## config.mk

```make
export PLATFORM = sky130hd
export DESIGN_NAME = prf_result_flag_regs
export DESIGN_NICKNAME = d
export VERILOG_FILES = /design/src/verilog/prf_pkg.sv /design/src/verilog/prf_event_flag.sv /design/src/verilog/prf_result_flag_regs.sv
export SDC_FILE = /design/constraint.sdc
export NUM_CORES = 1
export LEC_CHECK = 0
export ABC_AREA = 1
export BUFFER_PORTS_ARGS = -buffer_cell sky130_fd_sc_hd__buf_2
export CORE_ASPECT_RATIO = 0.7
export CORE_MARGIN = 8
export CORE_UTILIZATION = 40
export CTS_BUF_LIST = sky130_fd_sc_hd__clkbuf_16
export DETAILED_ROUTE_END_ITERATION = 16
export PLACE_DENSITY = 0.72
export SYNTH_ARGS = -nofsm -noshare
export SYNTH_HDL_FRONTEND = slang
export SYNTH_SLANG_ARGS = --single-unit
```

## constraint.sdc

```tcl
create_clock -name i_mclk -period 1.3 [get_ports i_mclk]
set_input_delay 0.26 -clock i_mclk [delete_from_list [all_inputs] [get_ports i_mclk]]
set_output_delay 0.26 -clock i_mclk [all_outputs]
set_load 0.05 [all_outputs]
```

## src/verilog/prf_pkg.sv

```systemverilog
// package of command codes, field positions and reset values for the result and flag registers
package prf_pkg;
	// =========================================================
	// command codes
	localparam logic [7:0]  CMD_RESULT     = 8'hF4;
	localparam logic [7:0]  CMD_FLAGS      = 8'hF5;
	localparam logic [7:0]  CMD_IDENTITY   = 8'hF6;
	// =========================================================
	// field layout
	localparam int          DATA_W         = 12;
	localparam int          SUN_BIT        = 12;
	localparam int          APPROACH_BIT   = 9;
	localparam int          RECEDE_BIT     = 8;
	localparam logic [15:0] WORD_ZERO      = 16'h0000;
	localparam logic [11:0] RESULT_RESET   = 12'h000;
	// arbitrary identity value, not tied to any real part
	localparam logic [15:0] IDENTITY_CODE  = 16'hA5C3;
	// =========================================================
	// read answer state
	typedef enum logic [1:0] {
		PRF_IDLE = 2'b01,
		PRF_ANS  = 2'b10
	} prf_state_t;
endpackage : prf_pkg

```

## src/verilog/prf_event_flag.sv

```systemverilog
// one sticky event flag: set wins over clear
`timescale 1ns/10ps
`default_nettype none
module prf_event_flag (
	// clock and reset
	input  wire logic i_mclk,
	input  wire logic i_rst,
	// set and clear
	input  wire logic i_set,
	input  wire logic i_clr,
	// flag
	output logic      o_flag
);
	typedef struct packed {
		logic flag;
	} prf_flag_st_t;

	prf_flag_st_t st;
	prf_flag_st_t next_st;

	always_comb begin
		next_st = st;
		if (i_clr) begin
			next_st.flag = 1'b0;
		end
		if (i_set) begin
			next_st.flag = 1'b1;
		end
	end

	always_ff @(posedge i_mclk or posedge i_rst) begin
		if (i_rst) begin
			st <= '0;
		end else begin
			st <= next_st;
		end
	end

	assign o_flag = st.flag;
endmodule : prf_event_flag
`default_nettype wire

```

## src/verilog/prf_result_flag_regs.sv

```systemverilog
// read-side result, event flag and identity registers of the proximity sensor
// Notes on behaviour
// - flag bit 12 shows sunlight protection event
// - flag bit 9 shows approach event
// - flag bit 8 shows recede event
// - reserved flag bits always read zero
// - identity word returns fixed device code
`timescale 1ns/10ps
`default_nettype none
module prf_result_flag_regs (
	// clock and reset
	input  wire logic                    i_mclk,
	input  wire logic                    i_rst,
	// measurement engine
	input  wire logic                    i_meas_valid,
	input  wire logic [prf_pkg::DATA_W-1:0] i_meas_data,
	input  wire logic                    i_sunlight_event,
	// thresholds from configuration registers
	input  wire logic [prf_pkg::DATA_W-1:0] i_thresh_high,
	input  wire logic [prf_pkg::DATA_W-1:0] i_thresh_low,
	// command port from the bus engine
	input  wire logic                    i_rd_req,
	input  wire logic [7:0]              i_rd_cmd,
	// read answer
	output logic                         o_rd_valid,
	output logic [15:0]                  o_rd_data,
	output logic                         o_rd_err,
	// event flag levels
	output logic                         o_sunlight_protect_event,
	output logic                         o_approach_event,
	output logic                         o_recede_event
);
	import prf_pkg::*;

	typedef struct packed {
		prf_state_t          state;
		logic [DATA_W-1:0]   result;
		logic [15:0]         rd_data;
		logic                rd_err;
		logic                sun;
		logic                appr;
		logic                rec;
	} prf_regs_st_t;

	prf_regs_st_t st;
	prf_regs_st_t next_st;

	// =========================================================
	// threshold compare and sticky flags
	logic set_appr;
	logic set_rec;
	logic clr_flags;
	logic f_sun;
	logic f_appr;
	logic f_rec;

	assign set_appr  = i_meas_valid && (i_meas_data > i_thresh_high);
	assign set_rec   = i_meas_valid && (i_meas_data < i_thresh_low);
	// reading the flag word clears the pending events
	assign clr_flags = i_rd_req && (i_rd_cmd == CMD_FLAGS);

	prf_event_flag u_sun (
		.i_mclk (i_mclk),
		.i_rst  (i_rst),
		.i_set  (i_sunlight_event),
		.i_clr  (clr_flags),
		.o_flag (f_sun)
	);
	prf_event_flag u_appr (
		.i_mclk (i_mclk),
		.i_rst  (i_rst),
		.i_set  (set_appr),
		.i_clr  (clr_flags),
		.o_flag (f_appr)
	);
	prf_event_flag u_rec (
		.i_mclk (i_mclk),
		.i_rst  (i_rst),
		.i_set  (set_rec),
		.i_clr  (clr_flags),
		.o_flag (f_rec)
	);

	// =========================================================
	// read decode
	always_comb begin
		next_st         = st;
		next_st.sun     = f_sun;
		next_st.appr    = f_appr;
		next_st.rec     = f_rec;
		next_st.state   = PRF_IDLE;
		next_st.rd_err  = 1'b0;
		if (i_meas_valid) begin
			next_st.result = i_meas_data;
		end
		if (i_rd_req) begin
			next_st.state   = PRF_ANS;
			next_st.rd_data = WORD_ZERO;
			case (i_rd_cmd)
				CMD_RESULT: begin
					next_st.rd_data[DATA_W-1:0] = st.result;
				end
				CMD_FLAGS: begin
					// reserved bits stay zero
					next_st.rd_data               = WORD_ZERO;
					next_st.rd_data[SUN_BIT]      = f_sun;
					next_st.rd_data[APPROACH_BIT] = f_appr;
					next_st.rd_data[RECEDE_BIT]   = f_rec;
				end
				CMD_IDENTITY: begin
					next_st.rd_data = IDENTITY_CODE;
				end
				default: begin
					next_st.rd_err = 1'b1;
				end
			endcase
		end
	end

	always_ff @(posedge i_mclk or posedge i_rst) begin
		if (i_rst) begin
			st         <= '0;
			st.state   <= PRF_IDLE;
			st.result  <= RESULT_RESET;
			st.rd_data <= WORD_ZERO;
		end else begin
			st <= next_st;
		end
	end

	assign o_rd_valid               = (st.state == PRF_ANS);
	assign o_rd_data                = st.rd_data;
	assign o_rd_err                 = st.rd_err;
	assign o_sunlight_protect_event = st.sun;
	assign o_approach_event         = st.appr;
	assign o_recede_event           = st.rec;
endmodule : prf_result_flag_regs
`default_nettype wire
```

==> results.tsv, run 1 <==
metric	value	unit
hold_viol	0	
reg2reg_depth	4	
port_buffers	68	
peakVddDrop	0.409	mV
p_int	2.02	mW
synth_flop_cell	dfrtp_1	
p_per_area	990	mW/mm^2
drc	0	
synth_area	0.00218	mm^2
switching_power	0.678	mW
rr_endpoint	o_rd_data[8]	
path_clk_slew	0.05	ns
synth_warnings	0	
layout-drive-gt1-share	32.2	%
synth-edff-count	0	
post_drt_via_cell_ratio	4.43	
crit_path_cell_trace	nor2_1 > buf_4	
min_from	i_sunlight_event	
criticalPathCategory	reg2out	
final_area	0.00272	mm^2
yosysSeqAreaShare	40.3	%
fin_util	51.8	%
num_antenna_cells	0	
power.share.sequential	42.8	%
finClkSkew	0.00475	ns
syn_area_per_cell	8.25	um^2
wl_per_cell	12.1	um
finalPower	2.69	mW
p_sw_share	25.2	%
nets	406	
path_max_fanout	1	
drtAntennaViolNets	0	
crit_path_top_delay_cell	dfstp_2	
grt_max_degree	24	
drtIter0Drc	52	
n_fill_cell	519	
syn-num-nets	336	
vias	1803	
max_stage_delay	0.51	ns
holdPathEnd	u_sun.o_flag	
place_area	0.00257	mm^2
combPwrFrac	16.6	%
cp_data_arrival_time	1.00	ns
dieArea	0.00810	mm^2
p_leak	1.61	nW
gp_congestion	0.797	
p_clk_share	40.6	%
cap_viol_max_count	0	
clk_latency	0.28	ns
outcome	complete, no violations	
setup_viol	0	
die_h	77.7	um
dp_hpwl	4160	um
cts_root_buf	clkbuf_16	
synth_top_cell_by_area	dfrtp_1	
r2r_start	st[28]	
ctsLongestPathBuffers	2	
dr.pass1.iters	4	
critPathCaptureType	output port	
critPathLaunchType	flop	
grt_usage	12.7	%
fin_tns_setup	0	ns
hold-path-cell-count	2	
synth_top_area_share	39.1	%
start_util	41.4	%
area_delta_synth_final	25.0	%
ios	70	
r2r_slack	0.48	ns
synthDistinctLibCells	26	
postCtsSetupRepairBufs	0	
netlist_instances	264	
antenna_found_initial	0	
core-area	0.00526	mm^2
wirelength	4930	um
rsz0062_at_grt	false	
cp.required	1.04	ns
grt-ovfl-total	0	
first_global_vias	1883	
holdWs	0.182	ns
ys_seq_elements	35	
die_x	104	um
max_freq	796	MHz
h-tree-depth	2	
slew_violations	0	
ys_async_sr_fraction	100	%
fin_crit	1.26	ns
holdCritPathClass	in2reg	
grt_pass1_wl	8500	um
final_cell_mix	nand2_1 (71), buf_2 (67), inv_1 (48)	
clock-sinks	35	
layout_commonest_cell	nand2_1	
rows	22	
cts_buffers	5	
finalCritPeriodShare	96.7	%
cts_tree	done	
synthTopCellsByArea	dfrtp_1 (39%), ha_1 (13%), nand2_1 (12%), inv_1 (7.9%), buf_4 (5.9%)	
==> timing repair <==
item                                    4_1_cts  5_1_grt
resized for setup                             0        2
hold endpoints to repair                     11        0
hold buffers                                  1        0
endpoints found under the setup margin        0        1
==> worst max-delay path by stage <==
| stage | startpoint | end | slack [ns] | depth (start not counted) |
|---|---|---|---|---|
| 6_report | st[32] | o_rd_valid | 0.04 | 2 |
| 5_1_grt | st[32] | o_rd_valid | 0.01 | 2 |
| 4_1_cts | st[32] | o_rd_valid | 0.01 | 2 |
| 3_5_place_dp | i_meas_data[11] | u_appr.o_flag | -0.09 | 9 |
| 3_3_place_gp | i_meas_data[11] | u_appr.o_flag | -0.05 | 9 |
| 2_1_floorplan | st[32] | o_rd_valid | 0.04 | 1 |
==> through the flow <==
stage | instances | worst slack, ns
finish | 407 | 0.0431
global placement | 398 | -0.0532
detailed placement | 398 | -0.0861
floorplan | 264 | 0.0418
CTS | 407 | 0.0146
global route | 407 | 0.0150
==> flip-flops by register name, indices dropped and copies added, names as in the netlist <==
register / count
o_rd_data: 14
st: 14
o_approach_event: 1
o_rd_err: 1
o_recede_event: 1
o_sunlight_protect_event: 1
u_appr.o_flag: 1
u_rec.o_flag: 1
u_sun.o_flag: 1
==> critical path, delay by kind of cell, from the launching register on <==
| family | cells | cell delay, ns |
|---|---|---|
| simple gates | 1 | 0.04 |
| buf+inv | 1 | 0.18 |
| flops | 1 | 0.51 |
==> cell usage after synthesis (all sizes together) (3+ instances only) <==
library cell  count
a21oi             8
buf              19
dfrtp            34
ha               23
inv              48
mux2              5
nand2            73
nand3            13
nand4             3
nor2             13
o21ai            15
==> final cells by class <==
type                            instances  area, um^2  area share (%)
Multi-Input combinational cell        160         975            35.8
Sequential cell                        35         877            32.2
Timing Repair Buffer                   83         458            16.8
Inverter                               49         184            6.76
Clock buffer                            5         125            4.60
Tap cell                               72        90.1            3.31
Clock inverter                          3        12.5           0.460
==> routing by layer <==
metal	part of all wire (%)	track usage [%]
met5	0	0
met4	1.3	4.32
met3	7.4	5.20
met2	41	19.1
met1	50	16.1
==> logic make-up (layout without fill, tap and decap cells) <==
kind of cell	count (synthesis)	count (layout)	synth area share (%)
other cells	1	1	0.172
flops	35	35	40.3
buf+inv	69	140	14.9
mux	5	5	2.59
simple gates	105	105	21.6
fa+ha+maj	23	23	13.2
compound gates	26	26	7.18
==> power groups by stage <==
stage               sequential, mW  combinational, mW  clock (mW)
global route                  1.16              0.515        1.16
CTS                           1.15              0.453        1.12
global placement              1.17              0.428           0
floorplan                     1.17              0.262           0
detailed placement            1.17              0.448           0
finish                        1.15              0.448        1.09
Power figures use the tool's default switching activity.
==> run 2, diff against run 1 <==
Settings changed: SKIP_CTS_REPAIR_TIMING set to 1.
Clock period 1.3 ns to 1.2 ns, I/O delays scaled along.
==> run 2 against run 1 <==
  * The run now ends with negative setup slack left
  * Global-route usage about the same
  * Flip-flop and latch count is the same
  * Critical path depth stayed put
  * Core utilization rose by 0.69 points
  * Via count fell by 1.7%
  * Power increased by 9.7%
  * First-iteration DRC count fell by 1.9%
  * Clock power is 11% higher
  * Routed wire length fell by 2.8%
  * Sequential power rose by 9%
  * Critical path type unchanged
  * Highest routed layer unchanged
==> results.tsv, run 2 (synthesized netlist as in run 1, its figures left out) <==
metric	value	unit
outcome	finished, violations left	
violations	negative setup slack	
die_x	104	um
clk_latency	0.27	ns
crit_family	flip-flops	
antenna_found_initial	0	
p_per_area	1070	mW/mm^2
cp_num_buf_inv	1	
n_fill_cell	502	
clock-sinks	35	
ios	70	
cp_data_arrival_time	0.97	ns
dr.pass1.iters	4	
setup_ws	-0.0106	ns
max_freq	826	MHz
dp_hpwl	4070	um
max_stage_delay	0.52	ns
num_antenna_cells	0	
final_cell_mix	nand2_1 (71), buf_2 (67), inv_1 (46)	
dieArea	0.00810	mm^2
layout-drive-gt1-share	34.1	%
fin_util	52.5	%
layout_commonest_cell	nand2_1	
rows	22	
crit_path_cell_trace	nor2_2 > buf_6	
p_leak	1.62	nW
cts_tree	done	
grt_max_degree	36	
finalPower	2.96	mW
first_global_vias	1822	
wl_per_cell	11.7	um
grt-ovfl-total	0	
criticalPathCategory	reg2out	
grt_usage	12.6	%
grt_pass1_wl	8420	um
drtIter0Drc	51	
port_buffers	68	
fin_crit	1.21	ns
peakVddDrop	0.460	mV
start_util	41.4	%
post_drt_via_cell_ratio	4.33	
place_area	0.00261	mm^2
path_max_fanout	1	
drc	0	
finalCritPeriodShare	101	%
setup_viol	1	
rsz0062_at_grt	true	
critPathCaptureType	output port	
holdCritPathClass	in2async	
cts_root_buf	clkbuf_16	
area_delta_synth_final	26.7	%
critPathLaunchType	flop	
r2r_start	st[28]	
h-tree-depth	2	
hold_viol	0	
cap_viol_max_count	0	
die_h	77.7	um
setup.worst_path.start	st[32]	
finClkSkew	0.00283	ns
wirelength	4790	um
drtAntennaViolNets	0	
vias	1772	
crit_path_top_delay_cell	dfstp_2	
nets	408	
gp_congestion	0.732	
final_area	0.00276	mm^2
cts_buffers	5	
core-area	0.00526	mm^2
cp.required	0.96	ns
ctsLongestPathBuffers	2	
path_clk_slew	0.05	ns
slew_violations	0	
## run 2: area by class of cell
type | instances | area, um^2 | share of cell area [%]
timing repair buffer | 85 | 487 | 17.6
clock buffer | 5 | 125 | 4.54
sequential | 35 | 877 | 31.8
multi-input combinational | 160 | 980 | 35.5
inverter | 49 | 184 | 6.67
clock inverter | 3 | 15.0 | 0.544
tap | 72 | 90.1 | 3.27
## run 2: path summary, 6_finish.rpt
check	slack [ns]	end	cells past startpoint
hold reg to reg	0.40	o_sunlight_protect_event	0
min in group i_mclk	0.16	u_sun.o_flag	2
max in group asynchronous	0.95	st[32]	3
setup / recovery	-0.01	o_rd_valid	2
setup reg to reg	0.36	o_rd_data[8]	4
hold / removal	0.007	o_rd_data[3]	3
## run 2: tightest hold or removal path: stages
cell    delay, ns
buf_2        0.10
inv_1        0.09
buf_12       0.22
## run 2: routing by layer
layer  track usage (%)  part of all wire [%]
met5                 0                     0
met4              6.04                   1.8
met3              4.62                   7.5
met2              17.4                    38
met1              17.0                    53
## run 2: where the power goes
part	internal (mW)	switching [mW]
Sequential	1.23	0.0194
Clock	0.755	0.456
Combinational	0.216	0.280
## run 2: metrics by stage
step	worst slack, ns	setup TNS (ns)	hold WS (ns)	std cells
after floorplan	0.0310	0	0.271	264
after global placement	-0.141	-0.225	0.298	401
after detailed placement	-0.178	-0.298	0.307	401
after CTS	-0.0726	-0.0726	0.0129	409
after global routing	-0.0365	-0.0365	0.0220	409
final	-0.0106	-0.0106	0.00672	409
==> run 3, diff against run 2 <==
--- a/config.mk
+++ b/config.mk
@@ -14,4 +14,5 @@
 export DETAILED_ROUTE_END_ITERATION = 16
 export PLACE_DENSITY = 0.72
+export REMOVE_ABC_BUFFERS = 1
 export SKIP_CTS_REPAIR_TIMING = 1
 export SYNTH_ARGS = -nofsm -noshare
==> constraint.sdc (replaced) <==
create_clock -name i_mclk -period 1.2 [get_ports i_mclk]
set_input_delay 0.24 -clock i_mclk [delete_from_list [all_inputs] [get_ports i_mclk]]
set_output_delay 0.24 -clock i_mclk [all_outputs]
set_load 0.01 [all_outputs]
==> run 3 against run 2 <==
  * The flow finishes with violations (negative hold slack)
  * Combinational power down 6.7%
  * Clock-buffer cell count unchanged
  * Power down 1.5%
  * Largest power group unchanged
==> results.tsv, run 3 (synthesized netlist as in run 1, its figures left out) <==
metric	value	unit
outcome	finished, violations left	
violations	negative hold slack	
start_util	41.4	%
cp.required	0.96	ns
grt_max_degree	21	
cp_data_arrival_time	0.94	ns
p_int	2.20	mW
cts_tree	done	
die_x	104	um
dieArea	0.00810	mm^2
drc	0	
area_delta_synth_final	26.6	%
rows	22	
gp_congestion	0.771	
p_per_area	1060	mW/mm^2
reg2reg_depth	4	
finClkSkew	0.00463	ns
layout_commonest_cell	nand2_1	
clock-sinks	35	
finalPower	2.91	mW
ff_latch_area	877	um^2
wirelength	4850	um
clk_latency	0.27	ns
rsz0062_at_grt	true	
cts_buffers	5	
path_max_fanout	1	
slew_violations	0	
r2r_slack	0.36	ns
grt_pass1_wl	8360	um
p_clk_share	41.1	%
num_antenna_cells	0	
critPathLaunchType	flop	
hold_viol	14	
first_global_vias	1921	
max_freq	848	MHz
finalCritPeriodShare	98.3	%
p_sw_share	24.6	%
cap_viol_max_count	0	
cts_root_buf	clkbuf_16	
path_clk_slew	0.05	ns
post_drt_via_cell_ratio	4.41	
wl_per_cell	11.8	um
n_fill_cell	532	
drtIter0Drc	51	
switching_power	0.716	mW
vias	1813	
holdWs	-0.0131	ns
nets	410	
fin_crit	1.18	ns
r2r_start	st[28]	
die_h	77.7	um
power.share.sequential	43.0	%
holdCritPathClass	in2async	
multiInputGateArea	980	um^2
peakVddDrop	0.755	mV
place_area	0.00261	mm^2
dp_slack	-0.234	ns
layout-drive-gt1-share	34.2	%
dr.pass1.iters	4	
routed-wl-met2	2160	um
ios	70	
setup.worst_path.start	st[32]	
dp_hpwl	4130	um
criticalPathCategory	reg2out	
rr_endpoint	o_rd_data[8]	
port_buffers	68	
setup_viol	0	
final_area	0.00276	mm^2
p_leak	1.62	nW
antenna_found_initial	0	
core-area	0.00526	mm^2
met1_length	2400	um
drtAntennaViolNets	0	
ctsLongestPathBuffers	2	
dr.max_layer_used	met4	
combPwrFrac	15.9	%
setup_ws	0.0209	ns
wl_met3	252	um
critPathCaptureType	output port	
h-tree-depth	2	
final_cell_mix	nand2_1 (71), buf_2 (68), inv_1 (47)	
grt-ovfl-total	0	
grt_usage	12.2	%
-- run 3: metrics by stage --
stage / setup TNS (ns) / std cells / utilization, %
after floorplan: 0 / 244 / -
after global placement: -0.210 / 403 / 49.6
after detailed placement: -0.330 / 403 / 49.6
after CTS: 0 / 411 / 52.3
after global routing: -0.00418 / 411 / 52.4
final: 0 / 411 / 52.4
-- run 3: routing by layer --
| layer | global-route usage (%) | up-vias |
|---|---|---|
| li1 | - | 952 |
| met1 | 15.2 | 817 |
| met2 | 19.7 | 42 |
| met3 | 3.96 | 2 |
| met4 | 3.45 | 0 |
| met5 | 0 | - |
-- run 3: final cells by class --
type                       instances  area share, %
multi-input combinational        160           35.6
tap                               72           3.27
sequential                        35           31.8
inverter                          49           6.68
clock buffer                       5           4.54
timing repair buffer              87           17.5
clock inverter                     3          0.590
-- run 3: power groups by stage --
| stage | Sequential [mW] | Clock, mW | Combinational (mW) |
|---|---|---|---|
| finish | 1.25 | 1.20 | 0.463 |
| global route | 1.25 | 1.27 | 0.532 |
| CTS | 1.25 | 1.22 | 0.469 |
| detailed placement | 1.27 | 0 | 0.466 |
| global placement | 1.27 | 0 | 0.450 |
| floorplan | 1.27 | 0 | 0.244 |
-- run 3: how the worst max path moves through the flow --
stage / slack (ns) / end
finish: 0.02 / o_rd_valid
detailed placement: -0.23 / u_appr.o_flag
floorplan: 0.03 / u_appr.o_flag
global route: -0.004 / o_rd_valid
global placement: -0.14 / u_appr.o_flag
CTS: 0.01 / o_rd_valid
-- run 3: critical path, cell delays in order (launching register included) --
cell     delay [ns]
dfstp_2        0.52
nor2_2         0.03
buf_2          0.13
